<file path="config.mk">
export PLATFORM = sky130hd
export DESIGN_NAME = rsm_radio_link
export DESIGN_NICKNAME = d
export VERILOG_FILES = /design/src/design/rsm_pkg.sv /design/src/design/rsm_radio_link.sv /design/src/design/rsm_sync2.sv /design/src/design/rsm_fifo.sv
export VERILOG_INCLUDE_DIRS = /design/src /design/src/design
export SDC_FILE = /design/constraint.sdc
export NUM_CORES = 1
export LEC_CHECK = 0
export ABC_AREA = 1
export BUFFER_PORTS_ARGS = -buffer_cell sky130_fd_sc_hd__buf_2
export CORE_MARGIN = 4
export CORE_UTILIZATION = 60
export CTS_CLUSTER_DIAMETER = 80
export CTS_CLUSTER_SIZE = 24
export DETAILED_ROUTE_END_ITERATION = 10
export HOLD_SLACK_MARGIN = 0.08
export PLACE_DENSITY = 0.9
export SYNTH_ARGS = -nofsm -noshare
export SYNTH_HDL_FRONTEND = slang
export SYNTH_SLANG_ARGS = --single-unit
</file>
<file path="constraint.sdc">
create_clock -name MCLK -period 6.2 [get_ports MCLK]
set_input_delay 0.31 -clock MCLK [delete_from_list [all_inputs] [get_ports MCLK]]
set_output_delay 0.31 -clock MCLK [all_outputs]
set_load 0.1 [all_outputs]
</file>
<file path="src/design/rsm_cfg.svh">
// Constants of the radio link SPI master: SFR addresses, field positions,
// reset values and link timing.
// Assumes inclusion by bare name from the package and the design modules.
`ifndef RSM_CFG_SVH
`define RSM_CFG_SVH

// SFR addresses of the register port
`define RSM_ADDR_CFG0 8'hE4
`define RSM_ADDR_MASK 8'hE5
`define RSM_ADDR_STAT 8'hE6
`define RSM_ADDR_DATA 8'hE7
`define RSM_ADDR_CTRL 8'hE8

// Reset values
`define RSM_RST_CFG0 7'h01
`define RSM_RST_MASK 4'hF
`define RSM_RST_STAT 4'h3
`define RSM_RST_DATA 8'h00
`define RSM_RST_CTRL 3'h2

// Interrupt mask and status bit positions
`define RSM_BIT_RX_FULL 3
`define RSM_BIT_RX_AVAIL 2
`define RSM_BIT_TX_EMPTY 1
`define RSM_BIT_TX_SPACE 0

// Control register bit positions
`define RSM_BIT_RADIO_CLOCK_ENABLE_LINE 2
`define RSM_BIT_CSN 1
`define RSM_BIT_CE 0

// FIFO shape: two bytes each way
`define RSM_FIFO_WIDTH 8
`define RSM_FIFO_DEPTH 2

// Link timing: core clock period and serial clock period, in ns
`define RSM_MCLK_NS 20
`define RSM_SCK_NS 160
`define RSM_HALF_CYC (`RSM_SCK_NS / `RSM_MCLK_NS / 2)
// Cycles from exchange start to the push of the received byte
`define RSM_XFER_CYC (8 * 2 * `RSM_HALF_CYC)

`endif

</file>
<file path="src/design/rsm_pkg.sv">
// Types of the radio link SPI master: shifter states and the state record.
// Assumes rsm_cfg.svh is on the include path.
`include "rsm_cfg.svh"

package rsm_pkg;

    // Serial shifter phases
    typedef enum logic [1:0] {
        RSM_IDLE = 2'b00,  // Waiting for a byte and room for the answer
        RSM_LOW = 2'b01,   // Serial clock low, output bit settled
        RSM_HIGH = 2'b10   // Serial clock high, input bit sampled at end
    } rsm_phase_t;

    // Whole state of the top module
    typedef struct packed {
        logic [6:0] cfg0;      // Configuration zero, kept as written
        logic [3:0] mask;      // Interrupt mask
        logic [3:0] stat;      // Status flags
        logic [2:0] ctrl;      // Clock enable, select, chip enable
        logic irq;             // Interrupt line
        logic [7:0] rdata;     // SFR read data
        rsm_phase_t phase;     // Shifter phase
        logic [2:0] cnt;       // Cycles within a half period
        logic [2:0] bitn;      // Bit index within the byte
        logic [7:0] shreg;     // Shift register, out at top, in at bottom
        logic sck;             // Serial clock
        logic mosi;            // Serial data out
    } rsm_state_t;

endpackage : rsm_pkg

</file>
<file path="src/design/rsm_radio_link.sv">
// Radio link SPI master behind the SFR port: registers, two byte FIFOs,
// a mode 0 serial shifter and the transceiver control lines.
// Assumes SFR strobes come from the core on MCLK; MISO is asynchronous.
//
// Contract
// - Mask bit 3 blocks rx-full interrupt
// - Mask bit 2 blocks rx-available interrupt
// - Mask bit 1 blocks tx-empty interrupt
// - Mask bit 0 blocks tx-space interrupt
// - Mask register four bits, resets to 0x0F
// - Status bit 3 shows rx FIFO full
// - Status bit 2 shows rx byte waiting
// - Status bits 1,0 show tx empty, space
// - Status register read-only, resets to 0x03
// - Status flags clear when cause goes away
// - Interrupt when any unmasked source active
// - Data write pushes tx, read pops rx
// - Control bit 2 gates transceiver clock
// - Control bit 1 drives active-low select
// - Control bit 0 drives chip enable
// - Control register alone drives these lines
// - First exchange returns transceiver status byte
// - Bytes shift most significant bit first
`timescale 1ns/10ps
`include "rsm_cfg.svh"

module rsm_radio_link (
    input wire logic MCLK,
    input wire logic RST_B,
    input wire logic [7:0] SFR_ADDR,
    input wire logic [7:0] SFR_WDATA,
    input wire logic SFR_WR,
    input wire logic SFR_RD,
    output logic [7:0] SFR_RDATA,
    output logic RADIO_SCK,
    output logic RADIO_MOSI,
    input wire logic RADIO_MISO,
    output logic RADIO_SEL_B,
    output logic RADIO_ENABLE,
    output logic RADIO_CLOCK_ENABLE_LINE,
    output logic RADIO_LINK_IRQ
);
    import rsm_pkg::*;

    localparam logic [2:0] HALF_LAST = 3'(`RSM_HALF_CYC - 1);
    localparam int XFER_CYC = `RSM_XFER_CYC;

    // Reset image of the whole state
    localparam rsm_state_t RST_ST = '{
        cfg0: `RSM_RST_CFG0,
        mask: `RSM_RST_MASK,
        stat: `RSM_RST_STAT,
        ctrl: `RSM_RST_CTRL,
        irq: 1'b0,
        rdata: `RSM_RST_DATA,
        phase: RSM_IDLE,
        cnt: 3'h0,
        bitn: 3'h0,
        shreg: 8'h00,
        sck: 1'b0,
        mosi: 1'b0
    };

    rsm_state_t st;       // Current state
    rsm_state_t next_st;  // Next state
    logic miso_s;         // Synchronised MISO
    logic tx_wr;          // Data register write strobe
    logic rx_rd;          // Data register read strobe
    logic tx_in_ready;    // Room in transmit FIFO
    logic tx_valid;       // Transmit byte waiting
    logic [7:0] tx_byte;  // Head of transmit FIFO
    logic tx_pop;         // Shifter takes the head byte
    logic [1:0] tx_count; // Transmit fill level
    logic rx_push;        // Received byte complete
    logic rx_in_ready;    // Room in receive FIFO
    logic rx_valid;       // Received byte waiting
    logic [7:0] rx_byte;  // Head of receive FIFO
    logic [7:0] rx_word;  // Byte being pushed
    logic [1:0] rx_count; // Receive fill level
    logic start;          // Exchange begins this cycle
    logic [3:0] flags;    // Live FIFO conditions

    // MISO crosses in through two flops before anything reads it
    rsm_sync2 u_miso_sync (
        .clk(MCLK),
        .rst_b(RST_B),
        .din(RADIO_MISO),
        .dout(miso_s)
    );

    assign tx_wr = SFR_WR && (SFR_ADDR == `RSM_ADDR_DATA);
    assign rx_rd = SFR_RD && (SFR_ADDR == `RSM_ADDR_DATA);

    // Transmit queue; a write while full is dropped by the FIFO
    rsm_fifo #(
        .WIDTH(`RSM_FIFO_WIDTH),
        .DEPTH(`RSM_FIFO_DEPTH)
    ) u_tx_fifo (
        .clk(MCLK),
        .rst_b(RST_B),
        .in_valid(tx_wr),
        .in_ready(tx_in_ready),
        .in_data(SFR_WDATA),
        .out_valid(tx_valid),
        .out_ready(tx_pop),
        .out_data(tx_byte),
        .count(tx_count)
    );

    // Receive queue; a read while empty pops nothing
    rsm_fifo #(
        .WIDTH(`RSM_FIFO_WIDTH),
        .DEPTH(`RSM_FIFO_DEPTH)
    ) u_rx_fifo (
        .clk(MCLK),
        .rst_b(RST_B),
        .in_valid(rx_push),
        .in_ready(rx_in_ready),
        .in_data(rx_word),
        .out_valid(rx_valid),
        .out_ready(rx_rd),
        .out_data(rx_byte),
        .count(rx_count)
    );

    // A new exchange waits for room for its answer, so a full receive
    // queue stalls the link instead of losing bytes
    assign start = (st.phase == RSM_IDLE) && tx_valid && rx_in_ready;
    assign tx_pop = start;
    // Last sample of the eighth bit completes the byte
    assign rx_push = (st.phase == RSM_HIGH) && (st.cnt == HALF_LAST) &&
                     (st.bitn == 3'h7);
    assign rx_word = {st.shreg[6:0], miso_s};

    // Live FIFO conditions; flags follow them with no software clear
    always_comb begin
        flags = 4'h0;
        flags[`RSM_BIT_RX_FULL] = !rx_in_ready;
        flags[`RSM_BIT_RX_AVAIL] = rx_valid;
        flags[`RSM_BIT_TX_EMPTY] = (tx_count == 2'h0);
        flags[`RSM_BIT_TX_SPACE] = tx_in_ready;
    end

    // Register writes, reads, status, interrupt and the serial shifter
    always_comb begin
        next_st = st;
        // Register writes; status has no write path
        if (SFR_WR) begin
            case (SFR_ADDR)
                `RSM_ADDR_CFG0: next_st.cfg0 = SFR_WDATA[6:0];
                `RSM_ADDR_MASK: next_st.mask = SFR_WDATA[3:0];
                // Sole source of the transceiver lines
                `RSM_ADDR_CTRL: next_st.ctrl = SFR_WDATA[2:0];
                default: next_st.ctrl = st.ctrl;
            endcase
        end
        // Read data; reserved bits read zero
        if (SFR_RD) begin
            case (SFR_ADDR)
                `RSM_ADDR_CFG0: next_st.rdata = {1'b0, st.cfg0};
                `RSM_ADDR_MASK: next_st.rdata = {4'h0, st.mask};
                `RSM_ADDR_STAT: next_st.rdata = {4'h0, st.stat};
                // Empty queue returns a stale head, state untouched
                `RSM_ADDR_DATA: next_st.rdata = rx_byte;
                `RSM_ADDR_CTRL: next_st.rdata = {5'h00, st.ctrl};
                default: next_st.rdata = 8'h00;
            endcase
        end
        next_st.stat = flags;
        // Unmasked sources raise the line
        next_st.irq = |(flags & ~next_st.mask);
        // Mode 0 shifter: MOSI settles while SCK low, MISO taken at end
        // of the high half, just before the slave can change it
        case (st.phase)
            RSM_IDLE: begin
                if (start) begin
                    next_st.shreg = tx_byte;
                    next_st.mosi = tx_byte[7];
                    next_st.bitn = 3'h0;
                    next_st.cnt = 3'h0;
                    next_st.phase = RSM_LOW;
                end
            end
            RSM_LOW: begin
                if (st.cnt == HALF_LAST) begin
                    next_st.cnt = 3'h0;
                    next_st.sck = 1'b1;
                    next_st.phase = RSM_HIGH;
                end else begin
                    next_st.cnt = 3'(st.cnt + 1'b1);
                end
            end
            RSM_HIGH: begin
                if (st.cnt == HALF_LAST) begin
                    // Shift in at bottom, next bit out from top
                    next_st.shreg = rx_word;
                    next_st.mosi = st.shreg[6];
                    next_st.sck = 1'b0;
                    next_st.cnt = 3'h0;
                    next_st.bitn = 3'(st.bitn + 1'b1);
                    next_st.phase = (st.bitn == 3'h7) ? RSM_IDLE : RSM_LOW;
                end else begin
                    next_st.cnt = 3'(st.cnt + 1'b1);
                end
            end
            default: begin
                next_st.phase = RSM_IDLE;
                next_st.sck = 1'b0;
            end
        endcase
    end

    // Register the whole state; synchronous reset
    always_ff @(posedge MCLK) begin
        if (!RST_B) begin
            st <= RST_ST;
        end else begin
            st <= next_st;
        end
    end

    // Every output straight from the state record
    assign SFR_RDATA = st.rdata;
    assign RADIO_SCK = st.sck;
    assign RADIO_MOSI = st.mosi;
    assign RADIO_SEL_B = st.ctrl[`RSM_BIT_CSN];
    assign RADIO_ENABLE = st.ctrl[`RSM_BIT_CE];
    assign RADIO_CLOCK_ENABLE_LINE = st.ctrl[`RSM_BIT_RADIO_CLOCK_ENABLE_LINE];
    assign RADIO_LINK_IRQ = st.irq;
endmodule : rsm_radio_link

</file>
<file path="src/design/rsm_sync2.sv">
// Two flip-flop synchroniser for one pin level.
// Assumes the input is asynchronous to MCLK; only the second stage is read.
`timescale 1ns/10ps

module rsm_sync2 (
    input wire logic clk,
    input wire logic rst_b,
    input wire logic din,
    output logic dout
);
    // Both stages kept in one record
    typedef struct packed {
        logic meta;   // First stage, read only by the second
        logic stab;   // Second stage
    } rsm_sync_t;

    rsm_sync_t st;
    rsm_sync_t next_st;

    // Shift the level one stage per edge
    always_comb begin
        next_st.meta = din;
        next_st.stab = st.meta;
    end

    // Synchronous reset to zero
    always_ff @(posedge clk) begin
        if (!rst_b) begin
            st <= '0;
        end else begin
            st <= next_st;
        end
    end

    assign dout = st.stab;

endmodule : rsm_sync2

</file>
<file path="src/design/rsm_fifo.sv">
// Small synchronous FIFO with valid/ready on both sides and a fill count.
// Assumes both sides share one clock; full shown by in_ready, empty by out_valid.
`timescale 1ns/10ps

module rsm_fifo #(
    parameter int WIDTH = 8,
    parameter int DEPTH = 2
) (
    input wire logic clk,
    input wire logic rst_b,
    input wire logic in_valid,
    output logic in_ready,
    input wire logic [WIDTH-1:0] in_data,
    output logic out_valid,
    input wire logic out_ready,
    output logic [WIDTH-1:0] out_data,
    output logic [$clog2(DEPTH+1)-1:0] count
);
    localparam int AW = (DEPTH > 1) ? $clog2(DEPTH) : 1;
    localparam int CW = $clog2(DEPTH+1);

    // Storage, pointers and fill level in one record
    typedef struct packed {
        logic [DEPTH-1:0][WIDTH-1:0] mem;
        logic [AW-1:0] wr;
        logic [AW-1:0] rd;
        logic [CW-1:0] count;
    } rsm_fifo_st_t;

    rsm_fifo_st_t st;
    rsm_fifo_st_t next_st;
    logic push;
    logic pop;

    // Pointer advance with wrap at the depth
    function automatic logic [AW-1:0] rsm_adv(input logic [AW-1:0] p);
        rsm_adv = (p == AW'(DEPTH-1)) ? '0 : AW'(p + 1'b1);
    endfunction : rsm_adv

    assign in_ready = (st.count != CW'(DEPTH));
    assign out_valid = (st.count != '0);
    assign out_data = st.mem[st.rd];
    assign count = st.count;
    assign push = in_valid && in_ready;
    assign pop = out_valid && out_ready;

    // Write, read and count update; a push onto a full FIFO is dropped
    always_comb begin
        next_st = st;
        if (push) begin
            next_st.mem[st.wr] = in_data;
            next_st.wr = rsm_adv(st.wr);
        end
        if (pop) begin
            next_st.rd = rsm_adv(st.rd);
        end
        // Simultaneous push and pop leaves the level alone
        if (push && !pop) begin
            next_st.count = CW'(st.count + 1'b1);
        end else if (pop && !push) begin
            next_st.count = CW'(st.count - 1'b1);
        end
    end

    // Register the record
    always_ff @(posedge clk) begin
        if (!rst_b) begin
            st <= '0;
        end else begin
            st <= next_st;
        end
    end

endmodule : rsm_fifo

</file>
Word-level counts from Yosys, hierarchy flattened
Index checks and enable logic that the tools add are counted.

storage, ports and cells
  flip-flop bits (word level) = 86
  output and inout port bits = 14
  logic and storage cells = 128
  input bits = 21

cells by class
  magnitude comparators = 6
  add/subtract/negate cells = 10
  bitwise operators = 3
  reduce and logical (&&, ||, !) cells = 37
  equal/unequal tests = 14
  multiplexer cells = 34

operator list
  operator               number
  $mux W8                6
  $eq A8 B8 Y1 const B   5
  $pmux W8 S5            1
  $bwmux W16             2
  $pmux W11 S2           1
  $demux W8 S1           2
  $logic_and A1 B1 Y1    16
  $mux W16               1
  $mux W13               1
  $mux W2                6
  $reduce_bool A2 Y1     6
  $reduce_and A3 Y1      3
  $lt A1 B2 Y1 const B   4
  $mux W4                2
  $mux W1                7
  $add A3 B1 Y3 const B  2
  $ne A2 B2 Y1 const B   3
  $pmux W2 S3            1
  $pmux W3 S2            1
  $reduce_and A2 Y1      3
  $logic_not A1 Y1       5
  $add A1 B1 Y1 const B  4
  $add A2 B1 Y2 const B  2
  $and A4 B4 Y4          1
  15 further kinds       19

Logic depth before layout (Yosys ltp)
  depth in word-level cells = 8
  depth in mapped cells = 11
  depth with buffers taken out = 11

Cells and area by module
Synthesis repeated with hierarchy kept, for this count alone.

second synthesis, totals
  cell total of the unflattened synthesis = 605
  area total of the unflattened synthesis = 4289.1 um2

modules (own cells, without submodules)
  module          cells each  instances  area each (um2)
  rsm_radio_link  293         1          2242.2
  rsm_fifo        153         2          996.0
  rsm_sync2       6           1          55.1

Worst setup path after synthesis
No wires, ideal clock.

  path kind = flip-flop to flip-flop
  start = register st[16] in the netlist's numbering
  end = register u_rx_fifo.st (netlist bit u_rx_fifo.count[1])
  slack = 4.262 ns
  clock period less this slack = 1.938 ns
  cell stages (with the launch flop) = 12
  arrival = 1.816 ns
  buffers on the path = 2
  setup time = 0.122 ns
  data required time = 6.078 ns
  cells stage by stage = dfxtp_1 -> inv_1 -> ha_1 -> buf_2 -> nand2_1 -> nor3_1 -> buf_2 -> ha_1 -> a21oi_1 -> o21ai_0 -> o21ai_0 -> a21oi_1

between the ends
  word-level cells in the longest chain between the ends = 7
  elaborated cells on any way between the ends = 9
  those cells by class = eq/ne: 1; mux: 1; reduce/logical: 7

RTL lines
  element                                line                   source
  from (decl)                            rsm_radio_link.sv:64   rsm_state_t st;
  from (signal assigned)                 rsm_radio_link.sv:218  st <= next_st;
  $eq A2 B2 Y1 (*)                       rsm_radio_link.sv:131  assign rx_push = (st.phase == RSM_HIGH) && (st.cnt == HALF_LAST) &&
  $logic_and A1 B1 Y1 (*) (2 in series)  rsm_radio_link.sv:131
  $logic_and A1 B1 Y1 (*)                rsm_fifo.sv:44         assign push = in_valid && in_ready;
  via u_rx_fifo.push                     rsm_fifo.sv:32         logic push;
  $logic_not A1 Y1                       rsm_fifo.sv:60         end else if (pop && !push) begin
  $logic_and A1 B1 Y1                    rsm_fifo.sv:60
  $reduce_bool A2 Y1 (no line)           n/a
  to (signal assigned)                   rsm_fifo.sv:70         st <= next_st;
  to (decl)                              rsm_fifo.sv:30         rsm_fifo_st_t st;

Mark *: on every way through the listed nets, which the timed path passes. The rest lies on a longest branch.
A chain may end at the register's enable or synchronous reset.

Worst setup path in the final report
  start = register st[16] in the netlist's numbering
  end = register u_rx_fifo.st (netlist bit u_rx_fifo.count[1])

between the ends
  word-level cells in the longest chain between the ends = 7
  elaborated cells on any way between the ends = 9
  those cells by class = eq/ne: 1; mux: 1; reduce/logical: 7

RTL lines
  element                                line
  $eq A2 B2 Y1 (*)                       rsm_radio_link.sv:131
  $logic_and A1 B1 Y1 (*) (2 in series)  rsm_radio_link.sv:131
  $logic_and A1 B1 Y1 (*)                rsm_fifo.sv:44
  $logic_not A1 Y1                       rsm_fifo.sv:60
  $logic_and A1 B1 Y1                    rsm_fifo.sv:60
  $reduce_bool A2 Y1 (no line)           n/a

Every way passes the cells marked *; elsewhere a longest branch is shown, timed or not.

==> tab_implementation.tex <==
\begin{tabular}{lr}
\hline
Metric & Value \\
\hline
\multicolumn{2}{l}{\textbf{Logic synthesis}} \\
\quad Mapped Nets & 585 \\
\quad FFs w/ async S/R, synth & 0\% \\
\quad Distinct cells, synth & 32 \\
\quad Total of warnings raised by yosys & 0 \\
\quad Cell type contributing the most total cell area after synthesis & dfxtp\_1 \\
\quad Netlist Area Pre-Place & 0.00399 mm2 \\
\quad Proportion of synthesized chip area in sequential cells & 43.1\% \\
\quad Mean area per synthesized cell & 7.21 um2 \\
\quad Number of storage elements in the synthesis netlist & 86 \\
\quad Share of Yosys cell area claimed by the top area cell type & 43.1\% \\
\quad Synth top area cells & dfxtp\_1 (43\%), nand2\_1 (11\%), nor2\_1 (7.1\%) \\
\quad Count of flip-flops with a built-in enable after synthesis & 0 \\
\quad Primary flip-flop cell chosen by synthesis mapping & dfxtp\_1 \\
\quad Instance count of the mapped netlist & 554 \\
\multicolumn{2}{l}{\textbf{CTS}} \\
\quad Clk Latency, worst-skew pair & approximately 0.36 ns \\
\quad Cts-stage hold buffer count & 0 \\
\quad Clock sink total & between 80 and 90 \\
\quad Resized cells post-CTS & 0 \\
\quad Buffer cell driving the clock tree root & clkbuf\_8 \\
\quad Number of levels the H-tree was split into & 3 \\
\quad Postcts setup bufs & 0 \\
\quad Number of CTS-inserted buffers & 9 \\
\quad Clock slew at reported path FFs & 0.08 ns \\
\quad CTS tree & yes \\
\quad Worst-case clock buffer depth & 2 \\
\multicolumn{2}{l}{\textbf{STA}} \\
\quad Number of failing hold endpoints at the final stage & 0 \\
\quad Final worst path period need & between 2 and 3 ns \\
\quad Setup WS post-layout & 3.62 ns \\
\quad Worst Max-Slew Pin Slew & 1.00 ns \\
\quad Post-route clock period utilization & 41.6\% \\
\quad Count of final setup violators & 0 \\
\quad Final Slew Violations & 0 \\
\quad Normalized max-slew margin & 32.8\% \\
\quad Aggregate negative setup slack & 0 ns \\
\quad Largest clock skew in the final design & 0.00689 ns \\
\quad RSZ-0062 raised after global routing & false \\
\quad Maximum operating frequency & 0.388 GHz \\
\multicolumn{2}{l}{\textbf{Detailed routing}} \\
\quad Number of vias per cell & 5.42 \\
\quad Total iterations of the first detailed-routing run & 5 \\
\quad Wire length reported by the detailed router & 8840 um \\
\quad Number of remaining DRC errors & 0 \\
\quad Wire length per cell & 13.6 um \\
\quad Antenna violation net count after detailed routing & 0 \\
\quad Drt first-iter violations & 251 \\
\quad Number of vias after detailed routing & 3529 \\
\multicolumn{2}{l}{\textbf{Placement}} \\
\quad Final HPWL from detailed placement & 6210 um \\
\quad Port Buffers & 34 \\
\quad Cell Count Post-Placement & 636 \\
\quad Post-detailed-placement cell area & 0.00410 mm2 \\
\quad Routability cong. & 0.935 \\
\quad Pre-CTS WS & around 3.6 ns \\
\multicolumn{2}{l}{\textbf{Layout}} \\
\quad Number of diodes added for antenna fixing & 0 \\
\quad Fin area & 0.00427 mm2 \\
\quad Area growth from synthesis to layout & 6.96\% \\
\quad Fraction of final layout cells sized beyond drive strength 1 & 12.5\% \\
\quad Non-Filler Instances & 651 \\
\quad Count of nets after finishing & 601 \\
\multicolumn{2}{l}{\textbf{Floorplan}} \\
\quad Placeable core region & 0.00642 mm2 \\
\quad DIE HEIGHT & around 90 um \\
\quad Die extent in x & between 80 and 90 um \\
\quad Effective utilization at floorplan & 62.2\% \\
\quad DIE AREA & about 0.0080 mm2 \\
\quad Number of cell rows & 29 \\
\quad Number of placed I/O pins & 35 \\
\multicolumn{2}{l}{\textbf{Worst setup path}} \\
\quad Capturing element of the worst setup path & u\_rx\_fifo.count[1] \\
\quad Worst EP required & 6.44 ns \\
\quad Startpoint of the worst-slack reg-to-reg timing path & st[16] \\
\quad Beginning of the critical path & st[16] \\
\quad Minimum setup slack among reg-to-reg paths & 3.62 ns \\
\quad Category of the worst setup path capture point & flip-flop \\
\quad Crit path max fanout & 20 \\
\quad Worst r2r dst & u\_rx\_fifo.count[1] \\
\quad WS Path Type & reg -> reg \\
\quad Arrival time reported for the critical path endpoint & 2.82 ns \\
\quad Kind of start point of the critical path & flip-flop \\
\quad Register-to-Register Path Depth & 10 \\
\multicolumn{2}{l}{\textbf{Global route}} \\
\quad Sum of overflow across all layers after global routing & 0 \\
\quad Met1 GRT Util & a little under a third \\
\quad Met2 layer usage reported by global route & 38.0\% \\
\quad Met3 Resource Use GR & 5.47\% \\
\quad Number of antenna violations at the first check in global routing & 0 \\
\quad Via count of the first global-routing pass & about 3200 \\
\quad Maximum number of pins on one net before global-route repair & 52 \\
\quad Combined global-route utilization of all metal layers & 23.6\% \\
\quad Global-route wire length before repair & approximately 15000 um \\
\quad Most utilized layer in the global route result & met2 \\
\multicolumn{2}{l}{\textbf{Power}} \\
\quad Switching Share & 36.4\% \\
\quad Comb power frac & 26.6\% \\
\quad Clk pwr share & 25.7\% \\
\quad Power share of the sequential group & 47.7\% \\
\quad Leak Pwr & roughly 2 nW \\
\quad Design Power & 1.37 mW \\
\quad Cell Pwr Density & 322 mW/mm2 \\
\quad Int Pwr & between 0.8 and 0.9 mW \\
\quad P\_sw & approximately 0.5 mW \\
\quad Worst voltage drop across the vdd grid & 0.222 mV \\
\multicolumn{2}{l}{\textbf{Status}} \\
\quad Result of the run & finished, final reports clean \\
\multicolumn{2}{l}{\textbf{Min path}} \\
\quad Class of the worst hold path & in -> reg \\
\multicolumn{2}{l}{\textbf{Flow run}} \\
\quad Maximum Capacitance Violations & 0 \\
\hline
\end{tabular}
==> layout make-up <==
type | instances | area (um2)
multi-input combinational | 384 | 1900
sequential | 86 | 1720
fill | 543 | 2150
inverter | 54 | 203
clock inverter | 4 | 22.5
tap | 77 | 96.3
timing repair buffer | 35 | 178
clock buffer | 11 | 151
==> layout by cell type (no fill, tap or decap), types with 4 or more instances in the layout <==
cell type / n
clkbuf_8: 11
nand4_1: 10
dfxtp_1: 86
mux2i_1: 4
buf_2: 34
inv_1: 48
clkinv_1: 4
nand3_1: 46
nor3_1: 4
a21oi_1: 41
nand2_2: 7
nor2_1: 76
a211oi_1: 6
nand2_1: 118
o21ai_0: 42
ha_1: 10
==> layer usage <==
layer	part of all wire [%]	routed length (um)
met3	6.4	565
met2	47	4160
met1	45	3990
met5	0	0
met4	1.3	115
==> worst min-delay path by stage <==
stage | depth (start not counted) | end | from | slack (ns)
finish | 3 | u_miso_sync.next_st[0] | RADIO_MISO | 0.13
global route | 3 | u_miso_sync.next_st[0] | RADIO_MISO | 0.16
CTS | 3 | u_miso_sync.next_st[0] | RADIO_MISO | 0.12
detailed placement | 2 | u_miso_sync.dout | u_miso_sync.next_st[0] | 0.42
global placement | 2 | u_miso_sync.dout | u_miso_sync.next_st[0] | 0.42
floorplan | 2 | u_miso_sync.dout | u_miso_sync.next_st[0] | 0.39
==> logic make-up after synthesis <==
group | share of synthesized area [%]
AND/OR/NAND/NOR | 31.1
AO/OA/AOI/OAI | 11.9
flip-flops | 43.1
buffers and inverters | 9.34
adder cells (fa/ha/maj) | 3.13
multiplexers | 1.00
XOR/XNOR | 0.439
==> critical path, cell delays in order, from the launching register on <==
cell and delay [ns]:
dfxtp_1 0.35, inv_1 0.12, ha_1 0.62, nand2_1 0.12, nor3_1 0.21, buf_4 0.25, ha_1 0.28, a21oi_1 0.11
o21ai_0 0.13, o21ai_0 0.21, a21oi_1 0.07
==> through the flow <==
step | hold slack (ns) | util (%)
finish | 0.131 | 66.5
global route | 0.155 | 66.5
CTS | 0.124 | 66.5
detailed placement | 0.422 | 63.8
global placement | 0.422 | 63.8
floorplan | 0.390 | -
==> registers in the layout (all words and copies together) (netlist names), 2 cells and up <==
signal,count
u_tx_fifo.count,2
rx_word,7
st,23
u_rx_fifo.st,18
SFR_RDATA,8
u_tx_fifo.st,18
u_rx_fifo.count,2
==> power groups by stage <==
stage | Clock, mW | Combinational [mW] | Sequential [mW]
global route | 0.381 | 0.418 | 0.662
global placement | 0 | 0.343 | 0.662
finish | 0.353 | 0.365 | 0.656
detailed placement | 0 | 0.359 | 0.666
CTS | 0.358 | 0.361 | 0.653
floorplan | 0 | 0.275 | 0.674
==> synthesized netlist by cell type, types with 6 or more instances <==
cell type,n
o21ai_0,42
buf_4,9
nand3_1,46
nand2_1,118
buf_2,7
dfxtp_1,86
nand2_2,7
ha_1,10
inv_1,48
nor2_1,76
clkbuf_1,10
a211oi_1,6
a21oi_1,41
nand4_1,10
Note: power is estimated with default switching activity, not from simulation.
